<file path="src/ctmb_pkg.sv">
package ctmb_pkg;
  localparam int MOD_COUNT = 6;
  localparam int SEL_W = 7;
  localparam int FUNC_W = 3;
  localparam int TIME_W = 13;
  localparam int STAT_W = 118;
  localparam int TICKS_W = 30;

  localparam logic [SEL_W-1:0] SEL_UNUSED = 7'h00;
  localparam logic [SEL_W-1:0] SEL_LOW = 7'h01;
  localparam logic [SEL_W-1:0] SEL_HIGH = 7'h02;
  localparam logic [SEL_W-1:0] SEL_DI_FIRST = 7'h3f;
  localparam logic [SEL_W-1:0] SEL_DI_LAST = 7'h43;
  localparam logic [SEL_W-1:0] SEL_T_FIRST = 7'h62;
  localparam logic [SEL_W-1:0] SEL_LAST = 7'h75;

  localparam logic [FUNC_W-1:0] FN_ON_DELAY = 3'h1;
  localparam logic [FUNC_W-1:0] FN_OFF_DELAY = 3'h2;
  localparam logic [FUNC_W-1:0] FN_ON_OFF = 3'h3;
  localparam logic [FUNC_W-1:0] FN_PULSE = 3'h4;

  localparam logic [TIME_W-1:0] TIME_MAX_S = 13'h1964;
  localparam logic [TIME_W-1:0] TIME_RST_S = 13'h0000;

  localparam int CLK_HZ = 100_000_000;
  localparam int TICK_S_NUM = 1;

  typedef struct packed {
    logic active;
    logic [SEL_W-1:0] source;
    logic [FUNC_W-1:0] func;
    logic [TIME_W-1:0] interval;
  } ctmb_cfg_t;

  typedef struct packed {
    logic inPrev;
    logic outVal;
    logic [TIME_W-1:0] elapsed;
  } ctmb_chan_t;
endpackage

</file>
<file path="src/ctmb_bank.sv">
// Implementation choices: register access over Avalon-MM and the address map.
`timescale 1ns/1ps
// How it works
// - on-delay: high after input held interval
// - off-delay: low after input low interval
// - function codes 1..4 select mode
// - pulse: rising edge gives interval-long high
// - interval zero to 6500 s, default zero
// - inactive by default, contributes nothing
// - source codes: unused, constants, inputs, blocks
// - output readable, 0 off 1 on
// - six identical modules with listed defaults
// - active module with unused source alarms
module ctmb_bank
  import ctmb_pkg::*;
(
  // clock and reset
  input wire logic ref_clk,
  input wire logic rstn,
  // time base: one pulse per second from the system timer, same domain
  input wire logic secTick,
  // signal network: bit n is source code n; internal, same domain
  input wire logic [STAT_W-1:0] statusIn,
  // digital input pins, asynchronous
  input wire logic [4:0] digIn,
  // avalon-mm slave
  input wire logic [4:0] address,
  input wire logic read,
  input wire logic write,
  input wire logic [31:0] writedata,
  input wire logic [3:0] byteenable,
  output logic [31:0] readdata,
  output logic waitrequest,
  // results
  output logic [MOD_COUNT-1:0] timerOut,
  output logic config_incomplete_alarm,
  output logic irq
);
  // word addresses; per module: cfg at 2*i, interval at 2*i+1
  localparam logic [4:0] ADDR_LAST_CFG = 5'h0b;
  localparam logic [4:0] ADDR_OUT = 5'h0c;
  localparam logic [4:0] ADDR_IRQ_STAT = 5'h0d;
  localparam logic [4:0] ADDR_IRQ_CLR = 5'h0e;
  localparam logic [4:0] ADDR_IRQ_EN = 5'h0f;
  localparam int IRQ_W = MOD_COUNT + 1;
  localparam int ACT_BIT = 8;
  localparam int FUNC_LSB = 16;
  localparam logic [31:0] UNMAPPED = 32'h00000000;

  typedef struct packed {
    ctmb_cfg_t [MOD_COUNT-1:0] cfg;
    ctmb_chan_t [MOD_COUNT-1:0] chan;
    logic [1:0][4:0] digSync;
    logic alarm;
    logic [IRQ_W-1:0] irqStat;
    logic [IRQ_W-1:0] irqEn;
    logic irq;
    logic [31:0] rdata;
    logic ack;
  } ctmb_state_t;

  ctmb_state_t st_reg, st_next;

  // digital inputs take the place of source codes 63..67 after sync
  function automatic logic pick(input logic [SEL_W-1:0] src, input logic [STAT_W-1:0] net,
                                input logic [4:0] di);
    logic v;
    v = 1'b0;
    if (src == SEL_UNUSED || src == SEL_LOW || src > SEL_LAST) begin
      v = 1'b0;
    end else if (src == SEL_HIGH) begin
      v = 1'b1;
    end else if (src >= SEL_DI_FIRST && src <= SEL_DI_LAST) begin
      v = di[3'(src - SEL_DI_FIRST)];
    end else begin
      v = net[src];
    end
    return v;
  endfunction

  // an interval write beyond the range saturates instead of wrapping
  function automatic logic [TIME_W-1:0] clampTime(input logic [15:0] t);
    logic [TIME_W-1:0] r;
    r = (t > 16'(TIME_MAX_S)) ? TIME_MAX_S : t[TIME_W-1:0];
    return r;
  endfunction

  // register groups behind a word address; the read and write paths share one decode
  typedef enum logic [6:0] {
    RK_NONE = 7'h01,
    RK_CFG = 7'h02,
    RK_TIME = 7'h04,
    RK_OUT = 7'h08,
    RK_STAT = 7'h10,
    RK_CLR = 7'h20,
    RK_EN = 7'h40
  } ctmb_rkind_t;

  function automatic ctmb_rkind_t decodeAddr(
    input logic [4:0] a
  );
    ctmb_rkind_t k;
    k = RK_NONE;
    if (a <= ADDR_LAST_CFG) begin
      k = a[0] ? RK_TIME : RK_CFG;
    end else if (a == ADDR_OUT) begin
      k = RK_OUT;
    end else if (a == ADDR_IRQ_STAT) begin
      k = RK_STAT;
    end else if (a == ADDR_IRQ_CLR) begin
      k = RK_CLR;
    end else if (a == ADDR_IRQ_EN) begin
      k = RK_EN;
    end
    return k;
  endfunction

  // one module's settings in the layout that software writes
  function automatic logic [31:0] cfgWord(
    input ctmb_cfg_t c
  );
    logic [31:0] w;
    w = UNMAPPED;
    w[ACT_BIT] = c.active;
    w[SEL_W-1:0] = c.source;
    w[FUNC_LSB +: FUNC_W] = c.func;
    return w;
  endfunction

  // byte lanes let software change one field without disturbing the others
  function automatic ctmb_cfg_t mergeCfg(
    input ctmb_cfg_t c,
    input logic [31:0] d,
    input logic [3:0] be
  );
    ctmb_cfg_t r;
    r = c;
    if (be[0]) begin
      r.source = d[SEL_W-1:0];
    end
    if (be[1]) begin
      r.active = d[ACT_BIT];
    end
    if (be[2]) begin
      r.func = d[FUNC_LSB +: FUNC_W];
    end
    return r;
  endfunction

  // counts one second per tick and holds at the top of the range instead of wrapping
  function automatic logic [TIME_W-1:0] advance(
    input logic [TIME_W-1:0] e,
    input logic tick
  );
    logic [TIME_W-1:0] r;
    r = e;
    if (tick && e != TIME_MAX_S) begin
      r = e + 1'b1;
    end
    return r;
  endfunction

  // next state of one active module from its settings, its selected input and the time base
  function automatic ctmb_chan_t stepChan(
    input ctmb_cfg_t k,
    input ctmb_chan_t c,
    input logic inNow,
    input logic tick
  );
    ctmb_chan_t n;
    logic reached;
    n = c;
    reached = (c.elapsed >= k.interval);
    n.inPrev = inNow;
    case (k.func)
      FN_ON_DELAY: begin
        if (!inNow) begin
          n.outVal = 1'b0;
          n.elapsed = '0;
        end else if (reached) begin
          n.outVal = 1'b1;
        end else begin
          n.elapsed = advance(c.elapsed, tick);
        end
      end
      FN_OFF_DELAY: begin
        if (inNow) begin
          n.outVal = 1'b1;
          n.elapsed = '0;
        end else if (reached) begin
          n.outVal = 1'b0;
        end else begin
          n.elapsed = advance(c.elapsed, tick);
        end
      end
      FN_ON_OFF: begin
        // timing runs while input differs from output; a return restarts it
        if (inNow == c.outVal) begin
          n.elapsed = '0;
        end else if (reached) begin
          n.outVal = inNow;
          n.elapsed = '0;
        end else begin
          n.elapsed = advance(c.elapsed, tick);
        end
      end
      FN_PULSE: begin
        // retrigger during a pulse is ignored; pulse length is fixed
        if (c.outVal) begin
          if (reached) begin
            n.outVal = 1'b0;
          end else begin
            n.elapsed = advance(c.elapsed, tick);
          end
        end else if (inNow && !c.inPrev && k.interval != TIME_RST_S) begin
          n.outVal = 1'b1;
          n.elapsed = '0;
        end
      end
      default: begin
        n.outVal = 1'b0;
        n.elapsed = '0;
      end
    endcase
    return n;
  endfunction

  // sticky status: a new event wins over a clear in the same cycle
  function automatic logic [IRQ_W-1:0] stickyNext(
    input logic [IRQ_W-1:0] s,
    input logic [IRQ_W-1:0] clr,
    input logic [IRQ_W-1:0] ev
  );
    logic [IRQ_W-1:0] r;
    r = (s & ~clr) | ev;
    return r;
  endfunction

  logic [MOD_COUNT-1:0] selIn;
  logic [STAT_W-1:0] net;

  // other timers' outputs feed back through the network; use our own registered values
  always_comb begin
    net = statusIn;
    for (int k = 0; k < MOD_COUNT; k++) begin
      net[SEL_T_FIRST + k] = st_reg.chan[k].outVal;
    end
    for (int k = 0; k < MOD_COUNT; k++) begin
      selIn[k] = pick(st_reg.cfg[k].source, net, st_reg.digSync[1]);
    end
  end

  logic hit;
  logic [3:0] wIdx;
  logic [IRQ_W-1:0] events;
  logic [IRQ_W-1:0] clrMask;
  ctmb_rkind_t kind;

  assign kind = decodeAddr(address);

  always_comb begin
    logic inNow;
    logic anyUnused;
    inNow = 1'b0;
    anyUnused = 1'b0;
    hit = 1'b0;
    clrMask = '0;
    wIdx = 4'h0;
    events = '0;
    st_next = st_reg;
    st_next.digSync[0] = digIn;
    st_next.digSync[1] = st_reg.digSync[0];

    for (int i = 0; i < MOD_COUNT; i++) begin
      inNow = selIn[i];
      if (!st_reg.cfg[i].active) begin
        // inactive modules hold everything cleared
        st_next.chan[i] = '0;
      end else begin
        st_next.chan[i] = stepChan(st_reg.cfg[i], st_reg.chan[i], inNow, secTick);
      end
      if (st_reg.cfg[i].active && st_reg.cfg[i].source == SEL_UNUSED) begin
        anyUnused = 1'b1;
      end
      events[i] = st_next.chan[i].outVal & ~st_reg.chan[i].outVal;
    end
    st_next.alarm = anyUnused;
    events[MOD_COUNT] = anyUnused & ~st_reg.alarm;

    // single-cycle bus: waitrequest low on the second cycle of a request
    st_next.ack = (read | write) & ~st_reg.ack;
    st_next.rdata = UNMAPPED;
    if (read && !st_reg.ack) begin
      wIdx = 4'(address[4:1]);
      if (kind == RK_CFG) begin
        st_next.rdata = cfgWord(st_reg.cfg[wIdx]);
      end else if (kind == RK_TIME) begin
        st_next.rdata[TIME_W-1:0] = st_reg.cfg[wIdx].interval;
      end else if (kind == RK_OUT) begin
        st_next.rdata[MOD_COUNT-1:0] = timerOut;
        st_next.rdata[MOD_COUNT] = st_reg.alarm;
      end else if (kind == RK_STAT) begin
        st_next.rdata[IRQ_W-1:0] = st_reg.irqStat;
      end else if (kind == RK_EN) begin
        st_next.rdata[IRQ_W-1:0] = st_reg.irqEn;
      end
    end

    // a write lands at the edge where the master sees waitrequest low, not one earlier
    hit = write && st_reg.ack;
    if (hit) begin
      wIdx = 4'(address[4:1]);
      if (kind == RK_CFG) begin
        st_next.cfg[wIdx] = mergeCfg(st_reg.cfg[wIdx], writedata, byteenable);
      end else if (kind == RK_TIME) begin
        if (byteenable[1:0] == 2'b11) begin
          st_next.cfg[wIdx].interval = clampTime(writedata[15:0]);
        end
      end else if (kind == RK_CLR) begin
        if (byteenable[0]) begin
          clrMask = writedata[IRQ_W-1:0];
        end
      end else if (kind == RK_EN) begin
        if (byteenable[0]) begin
          st_next.irqEn = writedata[IRQ_W-1:0];
        end
      end
    end
    st_next.irqStat = stickyNext(st_reg.irqStat, clrMask, events);
    st_next.irq = |(st_next.irqStat & st_next.irqEn);
  end

  always_ff @(posedge ref_clk or negedge rstn) begin
    if (!rstn) begin
      st_reg <= '0;
      for (int i = 0; i < MOD_COUNT; i++) begin
        st_reg.cfg[i].func <= FN_ON_DELAY;
        st_reg.cfg[i].interval <= TIME_RST_S;
      end
    end else begin
      st_reg <= st_next;
    end
  end

  always_comb begin
    for (int i = 0; i < MOD_COUNT; i++) begin
      timerOut[i] = st_reg.chan[i].outVal;
    end
  end
  assign readdata = st_reg.rdata;
  assign waitrequest = ~st_reg.ack;
  assign config_incomplete_alarm = st_reg.alarm;
  assign irq = st_reg.irq;
endmodule

</file>
<file path="config.mk">
export PLATFORM = sky130hd
export DESIGN_NAME = ctmb_bank
export DESIGN_NICKNAME = d
export VERILOG_FILES = /design/src/ctmb_pkg.sv /design/src/ctmb_bank.sv
export SDC_FILE = /design/constraint.sdc
export NUM_CORES = 1
export LEC_CHECK = 0
export ABC_CLOCK_PERIOD_IN_PS = 4220
export CAP_MARGIN = 20
export CORE_MARGIN = 2
export CORE_UTILIZATION = 45
export DETAILED_ROUTE_END_ITERATION = 16
export DONT_BUFFER_PORTS = 1
export PLACE_DENSITY_LB_ADDON = 0.05
export SLEW_MARGIN = 25
export SYNTH_ARGS = -nofsm -noshare
export SYNTH_HDL_FRONTEND = slang
export SYNTH_SLANG_ARGS = --single-unit
</file>
<file path="constraint.sdc">
create_clock -name ref_clk -period 4.22 [get_ports ref_clk]
set_input_delay 0.422 -clock ref_clk [delete_from_list [all_inputs] [get_ports ref_clk]]
set_output_delay 0.422 -clock ref_clk [all_outputs]
set_load 0.03 [all_outputs]
</file>
---- Word-level counts from Yosys, hierarchy flattened ----
Index checks and enable logic that the tools add are counted.
storage, ports and cells
  register bits ........................... 293
  logic and storage cells ................. 440
  input bits .............................. 169
operators by class
  multiplexer cells ....................... 184
  $lt $le $gt $ge ......................... 40
  bitwise gates (word level) .............. 21
  add/sub/neg operators ................... 12
  equality and inequality tests ........... 65
  reductions and logical operators ........ 68
operators by type and width
  kind                                                               number
  two-way mux 144 bit                                                3
  two-way mux 13 bit                                                 27
  two-way mux 14 bit                                                 24
  case mux 14 bit (4 select lines)                                   6
  bitwise mux 144 bit                                                2
  two-way mux 7 bit                                                  23
  demux 24 bit (select 3 bit)                                        2
  two-way mux 15 bit                                                 6
  adder 13 x 1 -> 13 bit, second input constant                      6
  greater-or-equal comparator 13 bit                                 6
  != test 13 bit, second input constant                              6
  nonzero test 13 bit                                                6
  binary-select mux 24 bit (select 3 bit)                            1
  two-way mux 1 bit                                                  69
  == test 7 x 2 -> 1 bit, second input constant                      7
  < comparator 7 x 8 -> 1 bit, second input constant                 6
  two-way mux 24 bit                                                 2
  binary-select mux 1 bit (select 7 bit)                             6
  == test 7 x 1 -> 1 bit, second input constant                      6
  greater-or-equal comparator 7 x 6 -> 1 bit, second input constant  6
  > comparator 7 bit, second input constant                          6
  less-or-equal comparator 7 bit, second input constant              6
  zero test 7 bit                                                    6
  == test 3 x 2 -> 1 bit, second input constant                      12
  33 further kinds                                                   140

---- Longest topological paths before layout ----
Gate-level depths: netlist of run 1.
  depth in word-level cells ............... 16
  depth in mapped cells ................... 17

---- Worst setup path before layout of run 1 ----
OpenSTA, ideal clock, no wires.
  kind .................................... flip-flop to flip-flop
  start point ............................. reg st_reg[213] (netlist name)
  end point ............................... reg st_reg[89] (netlist name)
  cell stages (with the launch flop) ...... 15
  path buffers ............................ 2
  setup time .............................. 0.125 ns
  setup slack ............................. 0.321 ns
  arrival ................................. 3.774 ns
  cell sequence ........................... dfrtp_1 buf_4 buf_4 clkinv_1 ha_1 mux4_2 mux2i_1 o311ai_0 a21oi_1 a311oi_1 o21ai_0 o31ai_1 nor3_1 a211o_1 mux2_2
between the ends
  longest elaborated chain between the ends .. 10
  elaborated cells between the ends (all ways) .. 26
ends and longest elaborated chain
  what                                     line              text
  start, declared                          ctmb_bank.sv:62   ctmb_state_t st_reg, st_next;
  start signal, assigned                   ctmb_bank.sv:341  st_reg <= st_next;
  subtractor 3 bit                         ctmb_bank.sv:74   v = di[3'(src - SEL_DI_FIRST)];
  binary-select mux 1 bit (select 3 bit)   ctmb_bank.sv:74
  two-way mux 1 bit (not written as such)  ctmb_bank.sv:74
  two-way mux 1 bit                        ctmb_bank.sv:73   end else if (src >= SEL_DI_FIRST && src <= SEL_DI_LAST) begin
  two-way mux 1 bit                        ctmb_bank.sv:71   end else if (src == SEL_HIGH) begin
  two-way mux 1 bit *                      ctmb_bank.sv:69   if (src == SEL_UNUSED || src == SEL_LOW || src > SEL_LAST) begin
  == test 1 bit                            ctmb_bank.sv:198  if (inNow == c.outVal) begin
  two-way mux 13 bit                       ctmb_bank.sv:198
  case mux 14 bit (4 select lines)         ctmb_bank.sv:175  case (k.func)
  two-way mux 15 bit                       ctmb_bank.sv:276  if (!st_reg.cfg[i].active) begin
Every way passes the cells marked *; elsewhere a longest branch is shown, timed or not. The select of a mux whose other input is x is not followed.
A chain may end at the register's enable or synchronous reset.

---- Final worst setup path of run 1 ----
Same ends and word-level chain as after synthesis.

==> metrics.md, run 1 <==
| Metric | Value |
|---|---|
| Status | `complete, but fails checks` |
| Failing checks | `negative hold slack` |
| Sw Share | `0.3283` |
| Hold_buf cts | `8` |
| IO Pins | `210` |
| Pwr/cell area | `313.5 nW/um2` |
| Vias in the first global route | `21,488` |
| GRT Resource Usage Total | `0.3283` |
| Pre-CTS setup slack | `-0.04653 ns` |
| Die Wd | `236.3 um` |
| Met1 Use GR | `0.4472` |
| Final wirelength | `93,070 um` |
| CTS sink cnt | `277` |
| Detailed-placement wirelength estimate | `69,770 um` |
| Buffers plus inverters on the worst setup path | `2` |
| Root buffer cell | `clkbuf_16` |
| Fmax | `243.0 MHz` |
| CP delay by family, top | `compound AO/OA/AOI/OAI gates` |
| Residual DRC | `0` |
| H-Tree Depth | `2` |
| Port buffer count | `0` |
| Crit Path Max Fanout | `9` |
| Hold WS | `-0.4340 ns` |
| Flop pwr share | `0.376` |
| Iteration count of the initial detailed-routing pass | `6` |
| Main synth FF type | `dfrtp_1` |
| Max-Slew Margin vs Limit | `0.2458` |
| Most frequent cells in the layout | `nand2_1 (260), dfrtp_1 (260), nor2_1 (211), o21ai_0 (176), mux4_2 (174)` |
| P&R area growth vs syn | `9.023%` |
| Critical Path Max Stage Delay | `0.50 ns` |
| Mux contribution to synthesized area | `0.2227` |
| Grt peak-use layer | `met2` |
| Max VDD drop | `0.2669 mV` |
| Largest net degree at the start of global routing | `278` |
| Async S/R FF share, synth | `1.000` |
| FILL cells | `5,118` |
| Initial core utilization | `0.4530` |
| CP arrival | `4.56 ns` |
| Post-DR wirelength/cell | `27.94 um` |
| Detailed-route via count | `22,370` |
| Synth Register Bits | `277` |
| Worst Skew | `0.03540 ns` |
| Post-route antenna net violation count | `0` |
| Clock Pin Slew Worst Setup and Hold Paths | `0.06 ns` |
| Synth Instances | `2,648` |
| Largest register FFs | `248` |
| Post-synth EDFFs | `0` |
| Synth unique cells | `95` |
| Internal power | `5575 uW` |
| CTS max path bufs | `3` |
| Avg Cell Area, Syn | `9.169 um2` |
| P_leak | `0.01035 uW` |
| Slew Limit Fails | `0` |
| CTS tree | `done` |
| R2r setup slk | `0.10 ns` |
| Max-cap violations | `0` |
| CP Cell Sequence | `clkinv_1, ha_1, mux4_2, mux2i_1, o311ai_0, a21oi_1, a311oi_1, buf_4, o21ai_0, o31ai_1, nor3_1, a211o_1, mux2_2` |
| Core Box Area | `53,600 um2` |
| Slowest cell on the critical path | `dfrtp_2` |
| Logic pwr share | `0.252` |
| Sequential cell area fraction in the yosys report | `0.2858` |
| Clk pwr share | `0.372` |
| Final GP Congestion | `0.9838` |
| Switch Pwr | `2725 uW` |
| Worst min path class | `in -> async` |
| Layout Cells excl Fill | `3,331` |
| Num CTS Buffers | `36` |
| Worst Tran Pin Value | `1.131 ns` |
| GR Overflow Total | `0` |
| Synth Area in Simple Gates | `0.1749` |
| Startpoint Class | `flip-flop` |
| CP Capture Type | `flip-flop` |
| YS warnings | `0` |
| TNS Setup | `0 ns` |
| Synth Area in XOR/XNOR | `0.006854` |
| Final min period | `4.115 ns` |
| GR Util met3 | `0.08976` |
| Post-Syn Area | `24,280 um2` |
| Cell taking the most area after synthesis | `dfrtp_1` |
| Fin worst setup slack | `0.1046 ns` |
| Synth area leaders | `dfrtp_1 (28%), mux4_2 (16%), ha_1 (5.9%)` |
| Synth Area in Compound Gates | `0.1832` |
| Post-synth top area share | `0.2793` |
| Placed cell count | `3,254` |
| Row cnt | `85` |
| Post-Synth Adder-Cell Area | `0.05874` |
| First-pass GRT wire length | `139,300 um` |
| Largest family of logic cells by synthesized area | `multiplexers` |
| Final hold vios | `273` |
| Share of cells above drive strength 1 | `0.1600` |
| Clk Latency, worst-skew pair | `0.56 ns` |
| Initial antenna violation count | `7` |
| Iteration-0 DRC Markers | `2,250` |
| Layout net count | `2,890` |
| Setup violators final | `0` |
| Req. time, crit path | `4.66 ns` |
| Die ar. | `55,830 um2` |
| Crit share post-route | `0.9752` |
| CP Class | `reg -> reg` |
| Die Ht | `236.3 um` |
| Met2 Use GR | `0.5102` |
| Drt via density | `6.716` |
power by group through the flow:
stage	Clock (uW)	Sequential (uW)	Combinational, uW
4_1_cts	3160	3110	2050
3_3_place_gp	0	3150	2010
2_1_floorplan	0	2970	1540
3_5_place_dp	0	3160	2030
6_report	3090	3120	2090
5_1_grt	3280	3140	2240
synthesized netlist by cell type, types with 25 or more instances:
| library cell | n |
|---|---|
| a31oi_1 | 37 |
| o21a_1 | 27 |
| nor3_1 | 53 |
| mux4_2 | 174 |
| a21oi_1 | 158 |
| nor2b_1 | 25 |
| ha_1 | 114 |
| nor2_1 | 211 |
| nand2_1 | 260 |
| o22ai_1 | 25 |
| mux2i_1 | 109 |
| dfrtp_1 | 271 |
| nand3_1 | 70 |
| buf_2 | 29 |
| inv_1 | 157 |
| clkbuf_1 | 112 |
| buf_4 | 51 |
| o21ai_0 | 177 |
| mux2_2 | 33 |
| o211ai_1 | 37 |
| nor4_1 | 27 |
| nand4_1 | 57 |
final timing paths:
path,startpoint,end,cells past startpoint
max in group asynchronous,rstn,st_reg[238],0
hold / removal,rstn,st_reg[67],0
setup reg to reg,st_reg[213],st_reg[89],13
setup / recovery,st_reg[213],st_reg[89],13
min in group ref_clk,writedata[4],st_reg[38],1
hold reg to reg,st_next[58],st_reg[58],0
final cells by class:
cell class | count | area [um2] | area share
timing repair buffer | 112 | 1011 | 0.03819
antenna | 3 | 7.507 | 0.0002836
tap | 696 | 870.8 | 0.03290
multi-input combinational | 2016 | 15830 | 0.5981
clock inverter | 14 | 167.7 | 0.006334
inverter | 164 | 615.6 | 0.02325
sequential | 277 | 6955 | 0.2628
clock buffer | 49 | 1011 | 0.03819
per-stage QoR:
| stage | hold WS [ns] | instance area, um2 | util | power (uW) |
|---|---|---|---|---|
| 2_1_floorplan | 0.1264 | 24340 | - | 4517 |
| 3_3_place_gp | 0.1393 | 25120 | 0.4686 | 5155 |
| 3_5_place_dp | 0.1443 | 25130 | 0.4687 | 5191 |
| 4_1_cts | -0.4500 | 26400 | 0.4926 | 8323 |
| 5_1_grt | -0.4586 | 26470 | 0.4938 | 8658 |
| 6_report | -0.4340 | 26470 | 0.4939 | 8300 |
what timing repair did:
action	CTS	global route
buffers inserted	0	3
hold endpoints to repair	284	277
resized for setup	3	6
pin swaps	0	2
gates cloned	0	0
setup endpoints to repair	5	25
kinds of logic (layout without fill, tap and decap cells):
family                   count (synthesis)  count (layout)
other                                    1              19
buffers and inverters                  370             339
flip-flops                             277             277
AND/OR/NAND/NOR                        868             868
multiplexers                           317             317
adder cells (fa/ha/maj)                114             114
XOR/XNOR                                19              19
AO/OA/AOI/OAI                          682             682
per-layer routing:
layer | wire length (um) | vias up
li1 | - | 9921
met1 | 38560 | 11198
met2 | 42090 | 1077
met3 | 9500 | 170
met4 | 2897 | 4
met5 | 26 | -
No activity file was read; power rests on OpenSTA's default activity.
==> inputs of run 2 (changes only) <==
--- a/config.mk
+++ b/config.mk
@@ -7,7 +7,6 @@
 export LEC_CHECK = 0
 export ABC_CLOCK_PERIOD_IN_PS = 4220
 export CAP_MARGIN = 20
-export CORE_MARGIN = 2
 export CORE_UTILIZATION = 45
 export DETAILED_ROUTE_END_ITERATION = 16
 export DONT_BUFFER_PORTS = 1
==> run 2 against run 1 <==
Against the previous run:
- the run still ends with negative hold slack left
- worst hold slack improved by 0.0072 ns
- sequential share of layout area decreased by 0.077 points
- clock skew fell by 0.0080 ns
- largest power group unchanged
- sequential power is essentially flat
- wire length is 2.9% higher
==> metrics.md, run 2 (synthesis results as in run 1) <==
| Metric | Value |
|---|---|
| Status | `complete, but fails checks` |
| Failing checks | `negative hold slack` |
| Final wirelength | `95,750 um` |
| Die Wd | `234.3 um` |
| RSZ-0062 raised after global routing | `no` |
| GR Util met3 | `0.09509` |
| Detailed-route via count | `22,632` |
| Initial core utilization | `0.4584` |
| Port buffer count | `0` |
| FILL cells | `5,033` |
| Largest register FFs | `248` |
| TNS Setup | `0 ns` |
| Max VDD drop | `0.3182 mV` |
| CTS tree | `done` |
| Die Ht | `234.3 um` |
| CP delay by family, top | `compound AO/OA/AOI/OAI gates` |
| Drt via density | `6.792` |
| Post-DR wirelength/cell | `28.74 um` |
| Clock Pin Slew Worst Setup and Hold Paths | `0.06 ns` |
| CP Capture Type | `flip-flop` |
| First-pass GRT wire length | `140,400 um` |
| Max-Slew Margin vs Limit | `0.2616` |
| Residual DRC | `0` |
| Internal power | `5637 uW` |
| Post-route antenna net violation count | `0` |
| Buffers plus inverters on the worst setup path | `1` |
| Iteration-0 DRC Markers | `2,599` |
| Share of cells above drive strength 1 | `0.1633` |
| Crit share post-route | `0.9677` |
| Flop pwr share | `0.372` |
| Fmax | `244.9 MHz` |
| Met2 Use GR | `0.5158` |
| Met1 Use GR | `0.4868` |
| Slowest cell on the critical path | `or4b_4` |
| Critical Path Max Stage Delay | `0.52 ns` |
| Largest net degree at the start of global routing | `278` |
| GR Overflow Total | `0` |
| Sw Share | `0.3284` |
| CP arrival | `4.56 ns` |
| Vias in the first global route | `21,112` |
| Final hold vios | `274` |
| Clk pwr share | `0.371` |
| Pwr/cell area | `316.3 nW/um2` |
| Iteration count of the initial detailed-routing pass | `5` |
| CP Cell Sequence | `buf_12, nand2b_1, o22ai_1, o21ai_0, nand4_1, a221oi_2, a21oi_2, or4b_4, a311o_1, or4_1, o211ai_1` |
| Most frequent cells in the layout | `dfrtp_1 (263), nand2_1 (260), nor2_1 (211), o21ai_0 (177), mux4_2 (174)` |
| Final GP Congestion | `0.9853` |
| Startpoint Class | `flip-flop` |
| P&R area growth vs syn | `9.286%` |
| Worst Skew | `0.02743 ns` |
| GRT Resource Usage Total | `0.3457` |
| Switch Pwr | `2756 uW` |
| Max-cap violations | `0` |
| Detailed-placement wirelength estimate | `73,240 um` |
| Core Box Area | `52,970 um2` |
| Worst min path class | `in -> async` |
| IO Pins | `210` |
| Layout Cells excl Fill | `3,332` |
| Worst Tran Pin Value | `1.108 ns` |
| CTS sink cnt | `277` |
| Final min period | `4.084 ns` |
| Hold WS | `-0.4268 ns` |
| P_leak | `0.01039 uW` |
| Hold_buf cts | `7` |
| Slew Limit Fails | `0` |
| Initial antenna violation count | `7` |
| Req. time, crit path | `4.69 ns` |
| CP Class | `reg -> reg` |
| Crit Path Max Fanout | `34` |
| Logic pwr share | `0.257` |
| Clk Latency, worst-skew pair | `0.56 ns` |
| Layout net count | `2,898` |
| Most common cell after layout, fill and taps aside | `dfrtp_1` |
| Total power | `8392 uW` |
| H-Tree Depth | `2` |
| Root buffer cell | `clkbuf_16` |
| Num CTS Buffers | `36` |
| Setup violators final | `0` |
| Die ar. | `54,890 um2` |
| Row cnt | `84` |
| CTS max path bufs | `3` |
| Placed cell count | `3,257` |
| Grt peak-use layer | `met2` |
run 2: changes by cell type in the layout (fill, tap and decap cells not counted), sizes merged:
cell	delta
clkbuf	+2
dlygate4sd3	-1
inv	-1
clkinvlp	+2
diode	+1
buf	+9
clkinv	-3
run 2: cell type report:
cell class	count	area, um2	area share
Multi-Input combinational cell	2016	15850	0.5974
Sequential cell	277	6952	0.2620
Clock buffer	51	1060	0.03994
Timing Repair Buffer	120	1056	0.03980
Tap cell	688	860.8	0.03244
Inverter	164	615.6	0.02320
Clock inverter	12	130.1	0.004904
Antenna cell	4	10.01	0.0003772
run 2: path summary, 6_finish.rpt:
kind                            cells past startpoint  slack, ns          from          end
worst max-delay path                               11       0.14   st_reg[262]  st_reg[128]
worst min-delay path                                0      -0.43          rstn   st_reg[95]
worst max register to register                     11       0.14   st_reg[262]  st_reg[128]
worst min register to register                      0       0.35   st_next[55]   st_reg[55]
max in group asynchronous                           0       4.06          rstn  st_next[58]
min in group ref_clk                                1       0.04  writedata[4]   st_reg[38]
run 2: power by group through the flow:
| stage | combinational (uW) | sequential, uW | clock (uW) |
|---|---|---|---|
| final | 2150 | 3120 | 3120 |
| after floorplan | 1540 | 2970 | 0 |
| after global placement | 2060 | 3150 | 0 |
| after detailed placement | 2080 | 3160 | 0 |
| after CTS | 2100 | 3110 | 3170 |
| after global routing | 2300 | 3140 | 3280 |
run 2: worst reg2reg max path: stages (launching register included):
cell and delay [ns]:
dfrtp_2 0.51, buf_12 0.27, nand2b_1 0.32, o22ai_1 0.15
o21ai_0 0.45, nand4_1 0.22, a221oi_2 0.37, a21oi_2 0.15
or4b_4 0.52, a311o_1 0.42, or4_1 0.52, o211ai_1 0.10
run 2: stage by stage:
stage	util	hold slack [ns]	setup WS [ns]	area (um2)
4_1_cts	0.4997	-0.4525	0.02048	26470
5_1_grt	0.5009	-0.4541	0.02180	26530
2_1_floorplan	-	0.1264	0.3210	24340
3_3_place_gp	0.4754	0.1375	0.06502	25180
3_5_place_dp	0.4756	0.1386	-0.07766	25190
6_report	0.5009	-0.4268	0.1363	26540
run 2: timing repair:
item,in CTS,in global routing
resized for setup,2,8
gates cloned,0,0
setup buffers,0,1
endpoints found under the hold margin,283,277
setup endpoints to repair,5,22
pin swaps,0,1
run 2: routing by layer:
| layer | part of all wire | wire [um] |
|---|---|---|
| met5 | 0.0014 | 136 |
| met4 | 0.028 | 2636 |
| met3 | 0.10 | 9576 |
| met2 | 0.44 | 42280 |
| met1 | 0.43 | 41130 |
